**config.mk**
```make
export PLATFORM = sky130hd
export DESIGN_NAME = tlo_line_out
export DESIGN_NICKNAME = d
export VERILOG_FILES = /design/src/shared/tlo_pkg.sv /design/src/design/tlo_line_out.sv
export SDC_FILE = /design/constraint.sdc
export NUM_CORES = 1
export LEC_CHECK = 0
export BUFFER_PORTS_ARGS = -buffer_cell sky130_fd_sc_hd__buf_4
export CORE_ASPECT_RATIO = 2
export CORE_MARGIN = 2
export CORE_UTILIZATION = 45
export CTS_CLUSTER_SIZE = 30
export DETAILED_ROUTE_END_ITERATION = 8
export HOLD_SLACK_MARGIN = 0.06
export PLACE_DENSITY = 0.73
export SLEW_MARGIN = 25
export SYNTH_ARGS = -nofsm -noshare
export SYNTH_HDL_FRONTEND = slang
export SYNTH_SLANG_ARGS = --single-unit
```
**constraint.sdc**
```tcl
create_clock -name pclk -period 2.27 [get_ports pclk]
set_clock_uncertainty 0.15 [all_clocks]
set_input_delay 0.3405 -clock pclk [delete_from_list [all_inputs] [get_ports pclk]]
set_output_delay 0.3405 -clock pclk [all_outputs]
set_load 0.02 [all_outputs]
```
**src/shared/tlo_pkg.sv**
```systemverilog
// Package of the transmit line output stage: register map, field layout and timing.
// Assumes a single 125 MHz register clock and APB with 32-bit data.
`default_nettype none
package tlo_pkg;
   // Register byte offsets.
   localparam logic [11:0] CTRL_OFS   = 12'h000;
   localparam logic [11:0] STATUS_OFS = 12'h004;

   // Control field positions.
   localparam int CTRL_LINE_EN   = 0;
   localparam int CTRL_SINGLE    = 1;
   localparam int CTRL_REFSEL_LO = 2;
   localparam int CTRL_REF_INV   = 5;
   localparam int CTRL_OUT_INV   = 6;
   localparam int CTRL_XCVR_EN   = 7;
   localparam int CTRL_DRIVE_EN  = 8;
   localparam int CTRL_DIG_DIS   = 9;
   localparam int CTRL_E3        = 10;
   localparam logic [10:0] CTRL_RESET = 11'h000;

   // Status field positions.
   localparam int STAT_PERIOD_LO = 0;
   localparam int STAT_TOO_FAST  = 8;

   // Reference clock choices, indices into the sampled clock vector.
   localparam logic [2:0] REF_LINE_CLK  = 3'h0;
   localparam logic [2:0] REF_TX_CLKO   = 3'h1;
   localparam logic [2:0] REF_TX_CLKI   = 3'h2;
   localparam logic [2:0] REF_RX_LINE   = 3'h3;
   localparam logic [2:0] REF_RX_CLKO   = 3'h4;
   localparam int         NUM_CLKS      = 5;

   // Line rates and the shortest legal bit period in register clock cycles.
   localparam int PCLK_KHZ      = 125000;
   localparam int DS3_RATE_KHZ  = 44736;
   localparam int E3_RATE_KHZ   = 34368;
   localparam int RATE_PPM      = 20;
   localparam int DS3_MIN_CYC   = (PCLK_KHZ * 1000) / (DS3_RATE_KHZ * (1000 + RATE_PPM) / 1000) / 1000;
   localparam int E3_MIN_CYC    = (PCLK_KHZ * 1000) / (E3_RATE_KHZ * (1000 + RATE_PPM) / 1000) / 1000;
   localparam logic [7:0] PERIOD_MAX = 8'hff;

   typedef struct packed {
      logic       e3;
      logic       dig_dis;
      logic       drive_en;
      logic       xcvr_en;
      logic       out_inv;
      logic       ref_inv;
      logic [2:0] refsel;
      logic       single;
      logic       line_en;
   } tlo_ctrl_s;

   typedef struct packed {
      logic pos;
      logic neg;
      logic data;
   } tlo_bits_s;

   typedef struct packed {
      logic [NUM_CLKS-1:0] s1;
      logic [NUM_CLKS-1:0] s2;
      logic [NUM_CLKS-1:0] prev;
   } tlo_sync_s;

   typedef struct packed {
      tlo_ctrl_s   ctrl;
      tlo_sync_s   sync;
      logic        pready;
      logic        pslverr;
      logic [31:0] prdata;
      logic        clk_out;
      logic        pos_out;
      logic        neg_out;
      logic        aplus;
      logic        aminus;
      logic        aoe_n;
      logic        take;
      logic [7:0]  per_cnt;
      logic [7:0]  period;
      logic        too_fast;
   } tlo_state_s;
endpackage : tlo_pkg
`default_nettype wire

```
**src/design/tlo_line_out.sv**
```systemverilog
// Transmit line output stage of one port: line clock, rails, data and analog pins.
// Assumes foreign clocks arrive as plain inputs and are sampled by pclk; rail data
// comes from an encoder on pclk and is taken on the pulse bit_take.
`timescale 1ns/1ps
`default_nettype none
module tlo_line_out
   import tlo_pkg::*;
(
   input  wire logic        pclk,
   input  wire logic        presetn,
   input  wire logic        psel,
   input  wire logic        penable,
   input  wire logic        pwrite,
   input  wire logic [11:0] paddr,
   input  wire logic [31:0] pwdata,
   output logic             pready,
   output logic [31:0]      prdata,
   output logic             pslverr,
   input  wire logic        line_clock_src,
   input  wire logic        tx_clock_output,
   input  wire logic        tx_clock_input,
   input  wire logic        rx_line_clock_input,
   input  wire logic        rx_clock_output,
   input  wire logic        enc_pos,
   input  wire logic        enc_neg,
   input  wire logic        enc_data,
   output logic             bit_take,
   output logic             tx_line_clock_out,
   output logic             tx_positive_rail,
   output logic             tx_negative_rail,
   output logic             tx_analog_plus,
   output logic             tx_analog_plus_oe_n,
   output logic             tx_analog_minus,
   output logic             tx_analog_minus_oe_n
);
   tlo_state_s q;
   tlo_state_s d;

   logic [NUM_CLKS-1:0] clk_pins;
   logic                ref_now;
   logic                ref_was;
   logic                upd_edge;
   logic                acc;
   logic                src_rise;
   logic [7:0]          min_cyc;
   logic [2:0]          sel;

   assign clk_pins = {rx_clock_output, rx_line_clock_input, tx_clock_input,
                      tx_clock_output, line_clock_src};

   always_comb
   begin
      d        = q;
      d.take   = 1'b0;
      // Codes above the last clock would index past the vector, so they fall back.
      sel      = (q.ctrl.refsel < 3'(NUM_CLKS)) ? q.ctrl.refsel : REF_LINE_CLK;
      ref_now  = q.sync.s2[sel];
      ref_was  = q.sync.prev[sel];
      upd_edge = q.ctrl.ref_inv ? (ref_was & ~ref_now) : (~ref_was & ref_now);
      src_rise = ~q.sync.prev[REF_LINE_CLK] & q.sync.s2[REF_LINE_CLK];
      min_cyc  = q.ctrl.e3 ? 8'(E3_MIN_CYC) : 8'(DS3_MIN_CYC);
      acc      = psel & penable & q.pready;

      // Two flops before any logic sees a foreign clock.
      d.sync.s1   = clk_pins;
      d.sync.s2   = q.sync.s1;
      d.sync.prev = q.sync.s2;

      // APB: the answer comes one cycle after setup, so every output is a flop.
      d.pready  = psel & ~penable;
      d.pslverr = 1'b0;
      d.prdata  = 32'h0000_0000;
      if (psel & ~penable)
      begin
         unique case (paddr)
            CTRL_OFS:
            begin
               d.prdata[10:0] = q.ctrl;
            end
            STATUS_OFS:
            begin
               d.prdata[STAT_PERIOD_LO +: 8] = q.period;
               d.prdata[STAT_TOO_FAST]       = q.too_fast;
            end
            default:
            begin
               d.pslverr = 1'b1;
            end
         endcase
      end
      if (acc & pwrite & (paddr == CTRL_OFS))
      begin
         d.ctrl = pwdata[10:0];
      end

      // Bit period monitor; a fast line clock is flagged and the set wins over the clear.
      if (src_rise)
      begin
         d.period  = q.per_cnt;
         d.per_cnt = 8'h01;
      end
      else if (q.per_cnt != PERIOD_MAX)
      begin
         d.per_cnt = q.per_cnt + 8'h01;
      end
      if (acc & pwrite & (paddr == STATUS_OFS) & pwdata[STAT_TOO_FAST])
      begin
         d.too_fast = 1'b0;
      end
      if (src_rise & (q.per_cnt < min_cyc) & (q.period != 8'h00))
      begin
         d.too_fast = 1'b1;
      end

      // Line clock follows its source only while enabled.
      d.clk_out = q.ctrl.line_en ? (q.sync.s2[REF_LINE_CLK] ^ q.ctrl.out_inv)
                                 : 1'b0;

      // Rails clear while disabled and otherwise load only on the chosen reference edge.
      if (!q.ctrl.line_en)
      begin
         d.pos_out = 1'b0;
         d.neg_out = 1'b0;
      end
      else if (upd_edge)
      begin
         d.take = 1'b1;
         if (q.ctrl.single)
         begin
            d.pos_out = enc_data ^ q.ctrl.out_inv;
            d.neg_out = q.ctrl.out_inv;
         end
         else
         begin
            d.pos_out = enc_pos ^ q.ctrl.out_inv;
            d.neg_out = enc_neg ^ q.ctrl.out_inv;
         end
         d.aplus  = enc_pos & ~q.ctrl.single;
         d.aminus = enc_neg & ~q.ctrl.single;
      end
      // The data pin goes quiet at once, not only at the next reference edge.
      if (q.ctrl.xcvr_en & q.ctrl.dig_dis)
      begin
         d.pos_out = 1'b0;
      end
      // The analog pair floats unless both enables are set.
      d.aoe_n = ~(q.ctrl.xcvr_en & q.ctrl.drive_en);
   end

   always_ff @(posedge pclk or negedge presetn)
   begin
      if (!presetn)
      begin
         q      <= '0;
         q.aoe_n <= 1'b1;
      end
      else
      begin
         q <= d;
      end
   end

   assign pready               = q.pready;
   assign prdata               = q.prdata;
   assign pslverr              = q.pslverr;
   assign bit_take             = q.take;
   assign tx_line_clock_out    = q.clk_out;
   assign tx_positive_rail     = q.pos_out;
   assign tx_negative_rail     = q.neg_out;
   assign tx_analog_plus       = q.aplus;
   assign tx_analog_minus      = q.aminus;
   assign tx_analog_plus_oe_n  = q.aoe_n;
   assign tx_analog_minus_oe_n = q.aoe_n;

   // Helper for assertions: the edge that was acted on in the previous cycle.
   logic edge_q;
   always_ff @(posedge pclk or negedge presetn)
   begin
      if (!presetn)
      begin
         edge_q <= 1'b0;
      end
      else
      begin
         edge_q <= upd_edge & q.ctrl.line_en;
      end
   end

   // Helpers that name the register bus writes and the fast line clock edge for the checks below.
   logic wr_ctrl;
   logic wr_clear;
   logic fast_seen;
   assign wr_ctrl   = acc & pwrite & (paddr == CTRL_OFS);
   assign wr_clear  = acc & pwrite & (paddr == STATUS_OFS) & pwdata[STAT_TOO_FAST];
   assign fast_seen = src_rise & (q.per_cnt < min_cyc) & (q.period != 8'h00);
endmodule : tlo_line_out
`default_nettype wire

```
### Word-level counts from Yosys, hierarchy flattened

Cells that the tools add are included.

* bits in registers: 63
* bits of input ports: 57
* output and inout port bits: 42

* add/subtract/negate cells: 1
* mux-type cells: 23
* equal/unequal tests: 4
* reduce and logical (&&, ||, !) cells: 6
* $lt $le $gt $ge: 3
* bitwise logic cells: 26

Operators by type and width (number)
* 9-bit case mux with 2 select lines: 1
* 1-bit bitwise AND: 16
* 8-bit 2-to-1 mux: 2
* 12-bit by 3-bit == test with 1-bit output (second input constant): 1
* 12-bit logical NOT: 1
* 1-bit 2-to-1 mux: 12
* 11-bit 2-to-1 mux: 1
* 8-bit by 1-bit adder with 8-bit output (second input constant): 1
* 8-bit by 2-bit < comparator with 1-bit output: 1
* 8-bit != test (second input constant): 1
* 8-bit nonzero test: 1
* 1-bit binary-select mux with 3-bit select: 2
* 2-bit 2-to-1 mux: 3
* 1-bit NOT: 6
* 3-bit by 4-bit < comparator with 1-bit output (second input constant): 1
* 4-bit 2-to-1 mux: 1
* 2-bit nonzero test: 2
* 1-bit bitwise XOR: 4
* 3-bit < comparator (second input constant): 1
* 3-bit 2-to-1 mux: 1
* 3-bit by 1-bit != test with 1-bit output (second input constant): 1
* 2-bit by 1-bit != test with 1-bit output (second input constant): 1
* 2-bit AND reduction: 1
* 2-bit OR reduction: 1

### Longest topological paths before layout

Gate-level depths: netlist (run 1).

* word-level depth: 10
* mapped depth: 7
* gate-level depth less buffers: 7

### Worst setup path after synthesis (run 1)

No wires, ideal clock.

* path kind: register -> register
* from: reg q[77] in the netlist's numbering
* to: reg q, in the netlist tx_analog_plus
* period minus slack after synthesis: 1.930 ns
* setup slack: 0.340 ns
* arrival: 1.655 ns
* required time: 1.995 ns
* cell stages (with the launch flop): 8
* cell sequence: dfrtp_1 -> buf_2 -> nand2b_4 -> or2_4 -> a31oi_4 -> o21ai_1 -> o211ai_4 -> mux2_4

* word-level cells in the longest chain between the ends: 8
* elaborated cells on any way between the ends: 12
* classes of those cells: order compare (1); mux (6); bitwise (4); reduce/logical (1)

RTL lines
* from (decl): line tlo_line_out.sv:36 `tlo_state_s q;`
* 3-bit < comparator: line tlo_line_out.sv:56 `sel = (q.ctrl.refsel < 3'(NUM_CLKS)) ? q.ctrl.refsel : REF_LINE_CLK;`
* 3-bit 2-to-1 mux (*): line tlo_line_out.sv:56
* 1-bit binary-select mux with 3-bit select (on tied branches): line tlo_line_out.sv:58, tlo_line_out.sv:57
* 1-bit 2-to-1 mux (on tied branches): line tlo_line_out.sv:58, tlo_line_out.sv:57
* 1-bit NOT: line tlo_line_out.sv:59 `upd_edge = q.ctrl.ref_inv ? (ref_was & ~ref_now) : (~ref_was & ref_now);`
* 1-bit bitwise AND: line tlo_line_out.sv:59
* 1-bit 2-to-1 mux (*): line tlo_line_out.sv:59
* 2-bit AND reduction (no source line) (*)

Mark *: on every way between the ends. The rest lies on a longest branch, timed or not. The select of a mux whose other input is x is not followed.
A chain may end at the register's enable or synchronous reset.

### Worst setup path after layout (run 1)

* from: reg q[75] in the netlist's numbering
* to: reg q, in the netlist tx_analog_plus

The elaborated chain is that of the path after synthesis.

==> metrics.cfg, run 1 <==
[synthesis]
netlist_area_um2=2874
ys_seq_area_share_pct=54.90
synth_edf_count=0
ys.flop_type=dfrtp_1
async_flop_share_pct=100.0
synth_area_leaders=dfrtp_1, buf_4, mux2i_1, nand2_1, mux2_1
synth_common_cells=dfrtp_1, nand2_1, buf_4
ys_seq_elements=63
synth_warnings=0
ys_types=49
syn_inst=254
synth_top_area_share_pct=53.98
yosys.area.top_type=dfrtp_1
syn_area_per_cell_um2=11.31
synthMostInstantiatedCell=dfrtp_1

[critical_path]
r2r_start=q[75]
cp_top_family=flip-flops
cp-end-kind=register
startpoint_type=register
cp.required_ps=2330
path_cells=mux2i_1 > or2_4 > a31oi_4 > o21ai_1 > o211ai_4 > mux2_4
critical_path.max_fanout=10
slowest_stage=dfrtp_1
critPathBufInv=0
critPathKind=register to register
worst_path_largest_cell_delay_ps=560
startpoint=q[75]
arrival_ps=2150

[timing]
worst_slack_ps=180.7
finalHoldWorstSlack_ps=77.58
slew_headroom_pct=47.55
rsz0062_at_grt=false
tns_ps=0
period_share_pct=92.04
fmax_mhz=478.6
min_period_ps=2089
hold_violations=0
finalMaxSlewViolations=0
setup_viol_count_final=0
tightest_slew_ps=786.8

[clock_tree]
clk_transition_reported_paths_ps=50
cts_buffers=9
cts-root-buf=clkbuf_16
clk-insertion-delay-late_ps=330
cts_tree=yes
cts_resized=0
clock_path_buffers=2
numClockSinks=63
h-tree-depth=3

[cells_and_area]
area_growth_pct=25.51
final_layout_size_suffix_gt1_share_pct=27.30
layout.nets=368
fill_cells=556
final_cell_count_no_fill=401
diodes=0
stdcell_area_um2=3607
final_util_pct=57.64

[place]
place_ws_ps=125.0
hpwl_mm=3.894
place.gp.congestion=0.8445
post_dp_cell_area_um2=3212
placed_cells=378
port_buffers=56

[global_route]
first_global_vias=1947
grt_pass1_wl_mm=8.825
grt_usage_pct=17.41
grt_overflow=0
grt_start_max_net_pins=64
antenna_found_initial=0

[routing]
drt_iter0_drc=67
final_antenna_net_count=0
vias=1929
wl_per_cell_um=13.57
wirelength_mm=5.443
vias_per_cell=4.810
drcViolationCount=0
dr.pass1.iters=4

[status]
status=complete, no violations

[die]
coreArea_um2=6259
die-width_um=60.51
die_h_um=117.0
io_pins=99
die_area_um2=7081
start_util_pct=45.92
num_rows=41

[min_path]
hold_start=pwdata[4]
worstHoldPathType=input pin to register

[power]
power_density_nw_per_um2=841.6
peakVddDrop_mv=0.4268
finalPower_mw=3.036
p_leak_nw=1.809

[run]
drv_cap=0

-- area by class of cell --
class                   instances  area, um^2  share of cell area [%]
inverters                       3       11.26                  0.3122
well taps                      86       107.6                   2.983
clock buffers                  13       260.3                   7.215
repair buffers                 66       513.0                   14.22
clock inverters                 3       65.06                   1.804
multi-input cells             167        1072                   29.73
flip-flops and latches         63        1578                   43.74
-- state kept, by name, summed over array words and instances (netlist names) --
| name | count |
|---|---|
| d | 10 |
| tx_analog_plus | 1 |
| pslverr | 1 |
| tx_negative_rail | 1 |
| tx_analog_minus_oe_n | 1 |
| tx_line_clock_out | 1 |
| prdata | 11 |
| tx_positive_rail | 1 |
| q | 33 |
| tx_analog_minus | 1 |
| bit_take | 1 |
| pready | 1 |
-- what timing repair did --
item                       CTS  global route
setup endpoints to repair    0             0
buffers inserted             0             0
hold endpoints to repair    68             0
hold buffers                 7             0
-- worst reg2reg max path, cell delays in order, from the launching register on --
cell and delay [ps]:
dfrtp_1 560, mux2i_1 130, or2_4 270, a31oi_4 230, o21ai_1 160, o211ai_4 150, mux2_4 320
-- cell families after synthesis --
| logic type | synth area share, % |
|---|---|
| other | 0.1305 |
| buffers and inverters | 10.40 |
| xor gates and xnor gates | 1.829 |
| AOI/OAI and AO/OA | 6.704 |
| and+or+nand+nor | 15.85 |
| DFF | 54.90 |
| adders and majority gates | 0.4353 |
| muxes | 9.752 |
-- layer usage --
metal | share of wire, % | GRT usage [%] | routed length [um]
met1 | 36 | 17.04 | 1983
met2 | 57 | 31.81 | 3091
met3 | 5.1 | 4.505 | 277
met4 | 1.7 | 9.565 | 92
met5 | 0 | 0 | 0
-- worst paths after layout --
path / end / slack (ps) / cells past startpoint
min reg2reg: d[58] / 190 / 0
min: q[77] / 80 / 2
min in group asynchronous: d[66] / 500 / 2
max reg2reg: tx_analog_plus / 180 / 6
max in group asynchronous: prdata[8] / 940 / 2
max: tx_analog_plus / 180 / 6
-- cells in the final DEF (no fill, tap or decap), types with 4 or more instances in the layout --
master         Yosys  final
mux2_1            11     11
nand2b_1           5      5
and3_1             4      4
nor2_1            17     17
mux2i_1           13     13
a31oi_1            4      4
nand3_1            5      5
buf_4             33     59
conb_1             1     21
dlygate4sd3_1      0      7
dfrtp_1           62     62
nor2b_1            5      5
clkbuf_16          0      9
nor3b_1            5      5
nand2_1           34     34
nor4_1             5      5
-- power breakdown --
group	switching, mW	internal [mW]	total, mW
clock network	0.448	1.02	1.47
registers	0.0830	1.21	1.29
logic	0.150	0.132	0.281
(Power assumes the default switching activity.)
==> inputs of run 2 (changes only) <==
Settings changed: BUFFER_PORTS_ARGS -buffer_cell sky130_fd_sc_hd__buf_4 to -buffer_cell sky130_fd_sc_hd__buf_2.
==> run 2 against run 1 <==
Net effect: non-clock buffer count up 3; highest routed layer unchanged; critical path type unchanged; cell area down 4.3%; clock power down 16%; sequential share of layout area up 1.9 points; power down 7.9%; fmax up 0.66%; critical path depth down 1; sequential power about the same; die area unchanged; largest cell class unchanged.
==> metrics.cfg, run 2 (synthesis results as in run 1) <==
[critical_path]
critPathKind=register to register
critPathBufInv=0
slowest_stage=dfrtp_1
arrival_ps=2130
startpoint_type=register
cp-end-kind=register
reg2reg_depth=5
cp_top_family=multiplexers
reg2reg_to=tx_analog_plus
critical_path.max_fanout=10
path_cells=mux2_2 > o221ai_2 > and2_4 > o211ai_4 > mux2_4
rrSetupSlack_ps=190
worst_path_largest_cell_delay_ps=560
cp.required_ps=2330
r2r_start=q[75]

[timing]
slew_headroom_pct=49.16
finalMaxSlewViolations=0
rsz0062_at_grt=false
tns_ps=0
period_share_pct=91.43
setup_viol_count_final=0
worst_slack_ps=194.5
finalHoldWorstSlack_ps=78.51
hold_violations=0
min_period_ps=2076
tightest_slew_ps=761.1
fmax_mhz=481.8

[cells_and_area]
diodes=0
final_layout_size_suffix_gt1_share_pct=28.30
largest_register_ffs=33
layout.nets=371
final-seq-area_um2=1578
multiInputGateArea_um2=1072
mostFrequentLayoutCell=dfrtp_1
fill_cells=547
final_cell_mix=dfrtp_1, buf_2, nand2_1
top_register=q
area_growth_pct=20.16

[power]
swShare_pct=24.46
p_leak_nw=1.776
power_frac_seq_pct=46.1
p_comb_share_pct=9.6
switchingPower_uw=684.0
peakVddDrop_mv=0.4183
power_density_nw_per_um2=809.7
power.internal_mw=2.112
clkPwrFrac_pct=44.3

[die]
die_h_um=117.0
coreArea_um2=6259
die-width_um=60.51
start_util_pct=45.92
num_rows=41
die_area_um2=7081
io_pins=99

[place]
place.gp.congestion=0.8481
hpwl_mm=4.063
place_ws_ps=150.7
port_buffers=56

[clock_tree]
numClockSinks=63
cts-root-buf=clkbuf_16
cts_tree=yes
clk-insertion-delay-late_ps=330
h-tree-depth=3
cts_resized=0
cts_buffers=9
clock_path_buffers=2
clk_transition_reported_paths_ps=50

[routing]
dr.pass1.iters=4
vias_per_cell=4.827
vias=1950
wirelength_mm=5.461
wl_per_cell_um=13.52
final_antenna_net_count=0
drt_iter0_drc=59
drcViolationCount=0

[min_path]
worstHoldPathType=input pin to register
hold_start=pwdata[4]
min_path_cells=2
min_to=q[77]

[global_route]
first_global_vias=1874
grt_start_max_net_pins=24
grt_overflow=0
grt_pass1_wl_mm=8.493
grt_usage_pct=16.87
antenna_found_initial=0

[run]
drv_cap=0

[status]
status=complete, no violations

==> run 2: power groups by stage <==
stage | Sequential, mW | Combinational [mW] | Clock, mW
after global placement | 1.30 | 0.252 | 0
final | 1.29 | 0.269 | 1.24
after CTS | 1.28 | 0.273 | 1.26
after detailed placement | 1.30 | 0.261 | 0
after floorplan | 1.28 | 0.194 | 0
after global routing | 1.30 | 0.306 | 1.31
==> run 2: metal layers <==
layer / global-route usage [%] / part of all wire (%)
met2: 29.28 / 53
met3: 4.835 / 5.7
met5: 0 / 0
met1: 16.22 / 36
met4: 12.32 / 4.6
==> run 2: cell type report <==
class | instances | share of cell area, %
clock buffer | 12 | 7.428
clock inverter | 4 | 0.5797
inverter | 3 | 0.3261
multi-input combinational | 167 | 31.05
sequential | 63 | 45.69
tap | 86 | 3.116
timing repair buffer | 69 | 11.81
==> run 2: worst reg2reg max path: stages, from the launching register on <==
cell and delay [ps]:
dfrtp_1 560, mux2_2 390, o221ai_2 240, and2_4 220, o211ai_4 90, mux2_4 310
==> run 2: per-stage QoR <==
step                      utilization [%]  total power, mW  instances  cell area, um^2
after floorplan                         -            1.478        274             2949
after global placement              49.64            1.553        381             3107
after detailed placement            49.64            1.564        381             3107
after CTS                           55.18            2.821        404             3453
after global routing                55.18            2.911        404             3453
final                               55.18            2.796        404             3453
==> run 2: worst max-delay path by stage <==
stage,cells after the start,slack (ps),start,to
final,5,190,q[75],tx_analog_plus
after global routing,6,70,q[75],tx_analog_plus
after CTS,6,190,q[75],tx_analog_plus
after detailed placement,7,150,paddr[1],q[82]
after global placement,7,200,paddr[1],q[74]
after floorplan,7,340,q[77],tx_analog_plus
==> run 2: timing repair <==
item / in CTS / in global routing
setup buffers: 0 / 0
endpoints found under the setup margin: 0 / 0
endpoints found under the hold margin: 21 / 0
hold buffers: 7 / 0
